**src/rtl/cod_cfg.svh**
```systemverilog
// constants for the clock output divider block: register map, fields, timing
`ifndef COD_CFG_SVH
`define COD_CFG_SVH
`define COD_OFF_CTRL      8'h00
`define COD_OFF_ALIGN     8'h0C
`define COD_OFF_STATUS    8'h20
`define COD_OFF_INTDIV0   8'h40
`define COD_OFF_FRAC4     8'h60
`define COD_SOFT_ALIGN_BIT 5
`define COD_INT_W         10
`define COD_FRAC_W        20
`define COD_PRE_W         8
`define COD_FRAC_MIN_PRE  8'h02
`define COD_FIRST_EDGE_NS 15
`define COD_CLK_NS        25
`define COD_FIRST_EDGE_CYC ((`COD_FIRST_EDGE_NS + `COD_CLK_NS - 1) / `COD_CLK_NS)
`endif

```
**src/rtl/cod_pkg.sv**
```systemverilog
// types for the clock output divider block
package cod_pkg;
    typedef enum logic [1:0] {COD_RUN, COD_HOLD, COD_RETIME} cod_align_t;
    typedef enum logic [1:0] {COD_BYP_DIV, COD_BYP_PRI, COD_BYP_SEC} cod_bypass_t;
endpackage

```
**src/rtl/cod_frac_div.sv**
```systemverilog
// one fractional divider: integer pre-divider followed by sigma-delta stage
`timescale 1ns/1ps
`include "cod_cfg.svh"
module cod_frac_div (
    input  wire logic                    aclk,
    input  wire logic                    aresetn,
    input  wire logic                    hold,
    input  wire logic [`COD_PRE_W-1:0]   pre_div,
    input  wire logic [`COD_FRAC_W-1:0]  frac,
    input  wire logic                    tick_in,
    output logic                         clk_out
);
    logic [`COD_PRE_W-1:0]  count;
    logic [`COD_FRAC_W-1:0] acc;
    logic [`COD_FRAC_W:0]   sum;
    logic [`COD_PRE_W-1:0]  eff_div;
    logic [`COD_PRE_W-1:0]  limit;
    logic                   wrap;

    // settings below two are raised to two
    assign eff_div = (pre_div < `COD_FRAC_MIN_PRE) ? `COD_FRAC_MIN_PRE : pre_div;
    // accumulator carry stretches one period by one input tick
    assign sum   = {1'b0, acc} + {1'b0, frac};
    assign limit = sum[`COD_FRAC_W] ? eff_div : eff_div - 8'h01;
    assign wrap  = tick_in && (count >= limit);

    // pre-divider counter and 20-bit fraction accumulator
    always_ff @(posedge aclk) begin
        if (!aresetn || hold) begin
            count   <= 8'h00;
            acc     <= 20'h00000;
            clk_out <= 1'b0;
        end else if (tick_in) begin
            if (wrap) begin
                count <= 8'h00;
                acc   <= sum[`COD_FRAC_W-1:0];
            end else begin
                count <= count + 8'h01;
            end
            clk_out <= (count < (eff_div >> 1)) ? 1'b1 : 1'b0;
        end
    end
endmodule

```
**src/rtl/cod_top.sv**
```systemverilog
// clock output divider stage with alignment, bypass mux and output enables
// How it works
// - ten-bit continuous integer counter per output
// - outputs four to seven carry fractional dividers
// - fractional divide setting never below two
// - integer pre-divider then sigma-delta stage
// - fraction held in twenty bits
// - align from pin or soft bit
// - align asserted: outputs off, dividers reset
// - release latched, retimed, all enabled together
// - release delay fixed within one tick
// - devices align within one prescaler cycle
// - outputs 0,1,4,5 first prescaler, others second
// - outputs four, five select bypass inputs
`timescale 1ns/1ps
`include "cod_cfg.svh"
module cod_top
    import cod_pkg::*;
(
    input  wire logic        aclk,
    input  wire logic        aresetn,
    input  wire logic [31:0] s_axi_awaddr,
    input  wire logic        s_axi_awvalid,
    output logic             s_axi_awready,
    input  wire logic [31:0] s_axi_wdata,
    input  wire logic [3:0]  s_axi_wstrb,
    input  wire logic        s_axi_wvalid,
    output logic             s_axi_wready,
    output logic [1:0]       s_axi_bresp,
    output logic             s_axi_bvalid,
    input  wire logic        s_axi_bready,
    input  wire logic [31:0] s_axi_araddr,
    input  wire logic        s_axi_arvalid,
    output logic             s_axi_arready,
    output logic [31:0]      s_axi_rdata,
    output logic [1:0]       s_axi_rresp,
    output logic             s_axi_rvalid,
    input  wire logic        s_axi_rready,
    input  wire logic        first_prescaler,
    input  wire logic        second_prescaler,
    input  wire logic        primary_in,
    input  wire logic        secondary_in,
    input  wire logic        output_align_request_n,
    output logic [7:0]       clk_out,
    output logic [7:0]       clk_out_oe
);
    import cod_pkg::*;

    // registers
    logic [7:0]             out_enable;
    logic [3:0]             frac_enable;
    logic [1:0]             bypass_sel [2];
    logic                   soft_align_bit;
    logic [`COD_INT_W-1:0]  int_ratio [8];
    logic [`COD_PRE_W-1:0]  frac_pre [4];
    logic [`COD_FRAC_W-1:0] frac_val [4];
    logic                   aw_held;
    logic                   w_held;
    logic [31:0]            aw_addr;
    logic [31:0]            w_data;
    logic [3:0]             w_strb;
    cod_align_t             align_state;
    cod_align_t             next_align_state;
    logic [1:0]             retime_cnt;
    logic                   prev_a;
    logic                   prev_b;
    logic [7:0]             int_out;
    logic [3:0]             frac_out;
    logic [`COD_INT_W-1:0]  int_cnt [8];

    // alignment request and prescaler tick detection
    wire align_req = !output_align_request_n || soft_align_bit;
    wire hold_div  = (align_state != COD_RUN);
    wire tick_a    = first_prescaler && !prev_a;
    wire tick_b    = second_prescaler && !prev_b;
    wire [7:0] tick_sel = {tick_b, tick_b, tick_a, tick_a, tick_b, tick_b, tick_a, tick_a};

    // write decode; address and data may arrive in either order
    wire        do_write = aw_held && w_held && !s_axi_bvalid;
    wire [7:0]  w_off    = aw_addr[7:0];
    wire [7:0]  r_off    = s_axi_araddr[7:0];
    wire        w_hit    = (w_off == `COD_OFF_CTRL) || (w_off == `COD_OFF_ALIGN) ||
                           ((w_off >= `COD_OFF_INTDIV0) && (w_off < 8'h60) && (w_off[1:0] == 2'b00)) ||
                           ((w_off >= `COD_OFF_FRAC4) && (w_off < 8'h70) && (w_off[1:0] == 2'b00));

    assign s_axi_awready = !aw_held;
    assign s_axi_wready  = !w_held;

    // address and data capture
    always_ff @(posedge aclk) begin
        if (!aresetn) begin
            aw_held <= 1'b0;
            w_held  <= 1'b0;
            aw_addr <= 32'h00000000;
            w_data  <= 32'h00000000;
            w_strb  <= 4'h0;
        end else begin
            if (s_axi_awvalid && !aw_held) begin
                aw_held <= 1'b1;
                aw_addr <= s_axi_awaddr;
            end else if (do_write) begin
                aw_held <= 1'b0;
            end
            if (s_axi_wvalid && !w_held) begin
                w_held <= 1'b1;
                w_data <= s_axi_wdata;
                w_strb <= s_axi_wstrb;
            end else if (do_write) begin
                w_held <= 1'b0;
            end
        end
    end

    // write response; unmapped offsets answer slave error
    always_ff @(posedge aclk) begin
        if (!aresetn) begin
            s_axi_bvalid <= 1'b0;
            s_axi_bresp  <= 2'b00;
        end else if (do_write) begin
            s_axi_bvalid <= 1'b1;
            s_axi_bresp  <= w_hit ? 2'b00 : 2'b10;
        end else if (s_axi_bready) begin
            s_axi_bvalid <= 1'b0;
        end
    end

    // control registers; all outputs disabled out of reset so a host can stagger them
    always_ff @(posedge aclk) begin
        if (!aresetn) begin
            out_enable     <= 8'h00;
            frac_enable    <= 4'h0;
            bypass_sel[0]  <= 2'h0;
            bypass_sel[1]  <= 2'h0;
            soft_align_bit <= 1'b0;
        end else if (do_write && w_off == `COD_OFF_CTRL) begin
            if (w_strb[0]) out_enable <= w_data[7:0];
            if (w_strb[1]) frac_enable <= w_data[11:8];
            if (w_strb[2]) begin
                bypass_sel[0] <= w_data[17:16];
                bypass_sel[1] <= w_data[19:18];
            end
        end else if (do_write && w_off == `COD_OFF_ALIGN && w_strb[0]) begin
            soft_align_bit <= w_data[`COD_SOFT_ALIGN_BIT];
        end
    end

    // per-output ratio registers
    genvar gi;
    generate
        for (gi = 0; gi < 8; gi++) begin : g_int
            wire [7:0] my_off = `COD_OFF_INTDIV0 + 8'(gi * 4);
            always_ff @(posedge aclk) begin
                if (!aresetn) begin
                    int_ratio[gi] <= 10'h001;
                end else if (do_write && w_off == my_off && w_strb[0]) begin
                    int_ratio[gi] <= w_data[9:0];
                end
            end
            // continuous ten-bit counter, cleared while alignment holds
            always_ff @(posedge aclk) begin
                if (!aresetn || hold_div) begin
                    int_cnt[gi] <= 10'h000;
                    int_out[gi] <= 1'b0;
                end else if (tick_sel[gi]) begin
                    int_cnt[gi] <= (int_cnt[gi] + 10'h001 >= int_ratio[gi]) ? 10'h000
                                   : int_cnt[gi] + 10'h001;
                    int_out[gi] <= (int_cnt[gi] < (int_ratio[gi] >> 1)) ||
                                   (int_ratio[gi] <= 10'h001);
                end
            end
        end
        for (gi = 0; gi < 4; gi++) begin : g_frac
            wire [7:0] my_off = `COD_OFF_FRAC4 + 8'(gi * 4);
            // pre-divider in top byte, twenty-bit fraction below
            always_ff @(posedge aclk) begin
                if (!aresetn) begin
                    frac_pre[gi] <= `COD_FRAC_MIN_PRE;
                    frac_val[gi] <= 20'h00000;
                end else if (do_write && w_off == my_off) begin
                    frac_pre[gi] <= w_data[31:24];
                    frac_val[gi] <= w_data[19:0];
                end
            end
            // fractional dividers on outputs four to seven
            cod_frac_div u_frac (
                .aclk    (aclk),
                .aresetn (aresetn),
                .hold    (hold_div),
                .pre_div (frac_pre[gi]),
                .frac    (frac_val[gi]),
                .tick_in (tick_sel[gi + 4]),
                .clk_out (frac_out[gi])
            );
        end
    endgenerate

    // prescaler edge history
    always_ff @(posedge aclk) begin
        if (!aresetn) begin
            prev_a <= 1'b0;
            prev_b <= 1'b0;
        end else begin
            prev_a <= first_prescaler;
            prev_b <= second_prescaler;
        end
    end

    // alignment sequencer: hold, then retime release on first prescaler ticks
    always_comb begin
        next_align_state = align_state;
        case (align_state)
            COD_RUN:    if (align_req) next_align_state = COD_HOLD;
            COD_HOLD:   if (!align_req) next_align_state = COD_RETIME;
            COD_RETIME: begin
                if (align_req) next_align_state = COD_HOLD;
                else if (tick_a && retime_cnt >= 2'(`COD_FIRST_EDGE_CYC)) next_align_state = COD_RUN;
            end
            default:    next_align_state = COD_HOLD;
        endcase
    end

    // fixed retime count keeps the release delay deterministic
    always_ff @(posedge aclk) begin
        if (!aresetn) begin
            align_state <= COD_HOLD;
            retime_cnt  <= 2'h0;
        end else begin
            align_state <= next_align_state;
            if (align_state != COD_RETIME) retime_cnt <= 2'h0;
            else if (tick_a && retime_cnt != 2'h3) retime_cnt <= retime_cnt + 2'h1;
        end
    end

    // output select: fractional or integer, then bypass on four and five
    logic [7:0] next_clk;
    always_comb begin
        next_clk = int_out;
        for (int i = 0; i < 4; i++) begin
            if (frac_enable[i]) next_clk[i + 4] = frac_out[i];
        end
        for (int i = 0; i < 2; i++) begin
            if (bypass_sel[i] == 2'(COD_BYP_PRI)) next_clk[i + 4] = primary_in;
            else if (bypass_sel[i] == 2'(COD_BYP_SEC)) next_clk[i + 4] = secondary_in;
        end
    end

    // outputs driven from flops; all enables release in one cycle
    always_ff @(posedge aclk) begin
        if (!aresetn) begin
            clk_out    <= 8'h00;
            clk_out_oe <= 8'h00;
        end else begin
            clk_out    <= hold_div ? 8'h00 : next_clk;
            clk_out_oe <= hold_div ? 8'h00 : out_enable;
        end
    end

    // read path; status shows alignment state and live outputs
    wire [4:0]  r_idx = r_off[6:2];
    wire [31:0] r_word =
        (r_off == `COD_OFF_CTRL)   ? {12'h000, bypass_sel[1], bypass_sel[0], 4'h0,
                                      frac_enable, out_enable} :
        (r_off == `COD_OFF_ALIGN)  ? {26'h0000000, soft_align_bit, 5'h00} :
        (r_off == `COD_OFF_STATUS) ? {14'h0000, align_state, clk_out_oe, clk_out} :
        (r_off >= `COD_OFF_INTDIV0 && r_off < 8'h60) ? {22'h000000, int_ratio[r_idx[2:0]]} :
        (r_off >= `COD_OFF_FRAC4 && r_off < 8'h70) ?
            {frac_pre[r_idx[1:0]], 4'h0, frac_val[r_idx[1:0]]} : 32'h00000000;
    wire r_hit = (r_off[1:0] == 2'b00) && ((r_off == `COD_OFF_CTRL) ||
                 (r_off == `COD_OFF_ALIGN) || (r_off == `COD_OFF_STATUS) ||
                 (r_off >= `COD_OFF_INTDIV0 && r_off < 8'h70));

    assign s_axi_arready = !s_axi_rvalid;

    // read answer one cycle after address is taken
    always_ff @(posedge aclk) begin
        if (!aresetn) begin
            s_axi_rvalid <= 1'b0;
            s_axi_rdata  <= 32'h00000000;
            s_axi_rresp  <= 2'b00;
        end else if (s_axi_arvalid && !s_axi_rvalid) begin
            s_axi_rvalid <= 1'b1;
            s_axi_rdata  <= r_word;
            s_axi_rresp  <= r_hit ? 2'b00 : 2'b10;
        end else if (s_axi_rready) begin
            s_axi_rvalid <= 1'b0;
        end
    end

    // checks
    chk_hold_tristate: assert property (@(posedge aclk) disable iff (!aresetn)
        hold_div |=> clk_out_oe == 8'h00) else $error("outputs driven during align");
    chk_align_entry: assert property (@(posedge aclk) disable iff (!aresetn)
        (align_req && align_state == COD_RUN) |=> align_state == COD_HOLD)
        else $error("align request not honoured");
    chk_release_retime: assert property (@(posedge aclk) disable iff (!aresetn)
        (align_state == COD_HOLD && !align_req) |=> align_state == COD_RETIME)
        else $error("release not latched");
    chk_either_source: assert property (@(posedge aclk) disable iff (!aresetn)
        (!output_align_request_n || soft_align_bit) |=> align_state == COD_HOLD)
        else $error("align source mismatch");
    chk_int_range: assert property (@(posedge aclk) disable iff (!aresetn)
        (int_ratio[0] > 10'h001) |-> int_cnt[0] < int_ratio[0])
        else $error("integer counter past ratio");
    chk_oe_together: assert property (@(posedge aclk) disable iff (!aresetn)
        $rose(align_state == COD_RUN) |=> clk_out_oe == out_enable)
        else $error("outputs not enabled together");
    chk_retime_exit: assert property (@(posedge aclk) disable iff (!aresetn)
        $fell(align_state == COD_RETIME) && align_state == COD_RUN |-> $past(tick_a))
        else $error("release not on first prescaler tick");
    chk_counter_hold: assert property (@(posedge aclk) disable iff (!aresetn)
        hold_div |=> int_cnt[2] == 10'h000) else $error("divider not reset");
endmodule

```
**config.mk**
```make
export PLATFORM = sky130hd
export DESIGN_NAME = cod_top
export DESIGN_NICKNAME = d
export VERILOG_FILES = /design/src/rtl/cod_pkg.sv /design/src/rtl/cod_frac_div.sv /design/src/rtl/cod_top.sv
export VERILOG_INCLUDE_DIRS = /design/src /design/src/rtl
export SDC_FILE = /design/constraint.sdc
export NUM_CORES = 1
export LEC_CHECK = 0
export ABC_AREA = 0
export BUFFER_PORTS_ARGS = -buffer_cell sky130_fd_sc_hd__buf_4
export CORE_MARGIN = 2
export CORE_UTILIZATION = 60
export DETAILED_ROUTE_END_ITERATION = 8
export GPL_TIMING_DRIVEN = 1
export MAX_ROUTING_LAYER = met4
export PLACE_DENSITY_LB_ADDON = 0.1
export SLEW_MARGIN = 30
export SYNTH_ARGS = -nofsm -noshare
export SYNTH_HDL_FRONTEND = slang
export SYNTH_SLANG_ARGS = --single-unit
```
**constraint.sdc**
```tcl
create_clock -name aclk -period 8.9 [get_ports aclk]
set_input_delay 0 -clock aclk [delete_from_list [all_inputs] [get_ports aclk]]
set_output_delay 0 -clock aclk [all_outputs]
set_load 0.01 [all_outputs]
```
==> run_results.csv <==
group,metric,value,unit
outcome,status,"completed",
synth,synth.distinct_cells,77,
synth,synth_area_leaders,"edfxtp_1 (27%), dfxtp_1 (15%), ha_1 (12%)",
synth,yosys_warnings,0,
final_layout,regArea,0.0129,mm²
synth,synth_edf_count,276,
setup_path,required,9.43,ns
final_layout,fillerInstances,3882,
synth,syn_area_per_cell,10.1,µm²
routing,drt_pass1_iterations,5,
final_layout,drive_above_1_share,0.104,
synth,yosys.area.top_type_share,0.273,
placement,gp_congestion,0.979,
synth,synth_top_family_by_area,"simple AND/OR/NAND/NOR gates",
timing,grt_setup_unrepaired,"no",
placement,dp_cells,3723,
cts,clock_latency,0.63,ns
cts,cts_buffers,55,
power_and_ir_drop,peakVddDrop,152,µV
cts,ctsLongestPathBuffers,3,
final_layout,multi_input_area,0.0165,mm²
synth,synth-adder-area-share,0.125,
power_and_ir_drop,leakage,14.2,nW
timing,hold_violations,0,
final_layout,instances_no_fill,3891,
synth,synth_compound_area_frac,0.142,
routing,antenna_left,0,
global_route,grt_pass1_wl,133000,µm
timing,fin_crit_sh,0.633,
timing,tns,0,ns
flow_run,cap_violations,0,
synth,syn-instance-count,3021,
cts,cts_resized,0,
synth,yosys.area_share.simple,0.176,
timing,finClkSkew,0.0289,ns
routing,drt_iter0_markers,2219,
placement,port_buffers,109,
synth,synthFlopType,"edfxtp_1",
cts,htree_levels,2,
timing,relSlewSlack,0.337,
synth,netlist_top_cells_count,"ha_1 (298), edfxtp_1 (276), nand2_1 (257)",
global_route,grt_max_degree,73,
setup_path,startpoint_type,"flip-flop",
setup_path,startpoint,"frac_val[1][0]$_SDFFCE_PN0P_",
routing,via_per_inst,6.19,
timing,max_freq,177,MHz
timing,worst_pin_slew,0.994,ns
setup_path,cp_max_fo,18,
cts,cts-root-buf,"clkbuf_16",
synth,post-synth-top-count-cell,"ha_1",
routing,vias,24100,
floorplanning,core.rowCount,82,
min_path,hp-class,"input pin to flip-flop",
setup_path,cp.arrival,6.17,ns
setup_path,setup.worst_path.end_class,"flip-flop",
routing,routedWlPerCell,21.9,µm
timing,setup_viol,0,
routing,wirelength,85400,µm
min_path,worstHoldStart,"s_axi_araddr[5]",
floorplanning,fp.coreArea,0.0501,mm²
synth,yosysSeqAreaShare,0.426,
cts,cts_tree,"yes",
setup_path,timing.rr.start,"frac_val[1][0]$_SDFFCE_PN0P_",
floorplanning,die_h,229,µm
global_route,grt-ovfl-total,0,
floorplanning,die_area,0.0525,mm²
floorplanning,fp.dieW,229,µm
final_layout,area_delta_synth_final,13.2,%
timing,drv_slew,0,
routing,drc,0,
synth,synthesis.area,0.0304,mm²
cts,cts_hold_buf,62,
synth,synthMuxAreaShare,0.0468,
synth,yosys.area.top_type,"edfxtp_1",
global_route,first_global_vias,23300,
placement,hpwl,62300,µm
synth,synth_xor_area_frac,0.0502,
cts,cts_setup_buffers,0,
floorplanning,start_util,0.607,
cts,clock_sinks,508,
synth,async_flop_share,0,
synth,ys_seq_elements,508,
timing,period_minus_slack,5.64,ns
floorplanning,ios,169,
setup_path,worst-setup-path-type,"flip-flop to flip-flop",
global_route,grt_usage,0.335,
setup_path,r2r_setup_slack,3.26,ns
cts,clk_pin_slew,0.06,ns
final_layout,nNetsFinal,3585,
global_route,antenna_found_initial,1,
power_and_ir_drop,power_density,159,mW/mm²
==> routing by layer <==
layer,vias to the layer above,GRT usage,wire [µm]
li1,11300,-,-
met1,11600,0.470,37500
met2,1029,0.510,37500
met3,133,0.0500,8090
met4,0,0.0893,2300
met5,-,-,0
==> critical path, cell delays in order (launching register included) <==
cell,delay (ns)
edfxtp_1,0.40
ha_1,0.26
fa_1,0.43
a211oi_1,0.33
o211ai_1,0.21
a31o_2,0.32
nor3b_1,0.18
o31ai_1,0.52
and2b_1,0.28
mux2_2,0.35
ha_1,0.27
nand2_1,0.04
o21ai_0,0.14
nand4_1,0.14
a31oi_1,0.25
nand2_1,0.55
or4b_1,0.69
a31oi_1,0.16
==> power breakdown <==
part	internal [mW]	leakage (nW)	switching, mW
Sequential	2.53	4.82	0.102
Combinational	0.209	8.44	0.257
Clock	1.37	0.937	0.988
Total	4.12	14.2	1.35
==> area by class of cell <==
type	count	share of cell area
clock buffer	69	0.0459
clock inverter	35	0.00855
tap	672	0.0244
inverter	148	0.0162
multi-input combinational	2255	0.479
sequential	508	0.376
timing repair buffer	203	0.0494
antenna	1	0.0000728
==> flip-flops by register name (all words and copies together) (netlist names), 28 cells and up <==
name and flops:
int_ratio 80, frac_pre 32, int_cnt 80, g_frac.u_frac.acc 80, g_frac.u_frac.count 32, frac_val 80
s_axi_rdata 28, w_data 28
==> through the flow <==
stage	cell area (µm²)	worst slack [ns]	hold WS [ns]	utilization	total power [mW]
6_report	34400	3.26	0.0593	0.687	5.46
5_1_grt	34400	2.99	0.115	0.687	5.63
4_1_cts	34300	3.38	0.0285	0.686	5.47
3_5_place_dp	31900	3.42	0.227	0.636	3.11
3_3_place_gp	31900	3.47	0.211	0.636	3.10
2_1_floorplan	30400	4.57	0.111	-	2.93
==> cells by family after synthesis <==
kind of cell / Yosys count
DFF: 508
muxes: 81
xor gates and xnor gates: 174
AOI/OAI and AO/OA: 646
buffers and inverters: 263
adders and majority gates: 302
other: 1
and+or+nand+nor: 1046
==> worst paths after layout <==
path | to | cells after the start
worst max-delay path | g_frac[1].u_frac.acc[17]$_SDFFE_PP0P_ | 17
worst min-delay path | s_axi_rdata[5]$_SDFFE_PN0P_ | 6
worst max register to register | g_frac[1].u_frac.acc[17]$_SDFFE_PP0P_ | 17
worst min register to register | g_frac[2].u_frac.acc[15]$_SDFFE_PP0P_ | 2
==> placed cells by master, fill, tap and decap left out, drive strengths merged, types with 47 or more instances in the layout <==
cell type	Yosys	routed
nor2b	93	93
dlygate4sd3	0	62
a21oi	159	159
inv	148	153
a211oi	56	56
nand3	104	104
a21o	74	74
mux4	48	48
a21boi	47	47
xor2	65	65
edfxtp	276	276
and2	186	186
nand2	257	257
buf	29	141
dfxtp	232	232
xnor2	109	109
clkbuf	86	69
o21ai	128	128
nor2	189	189
ha	298	298
Power figures use the tool's default switching activity.
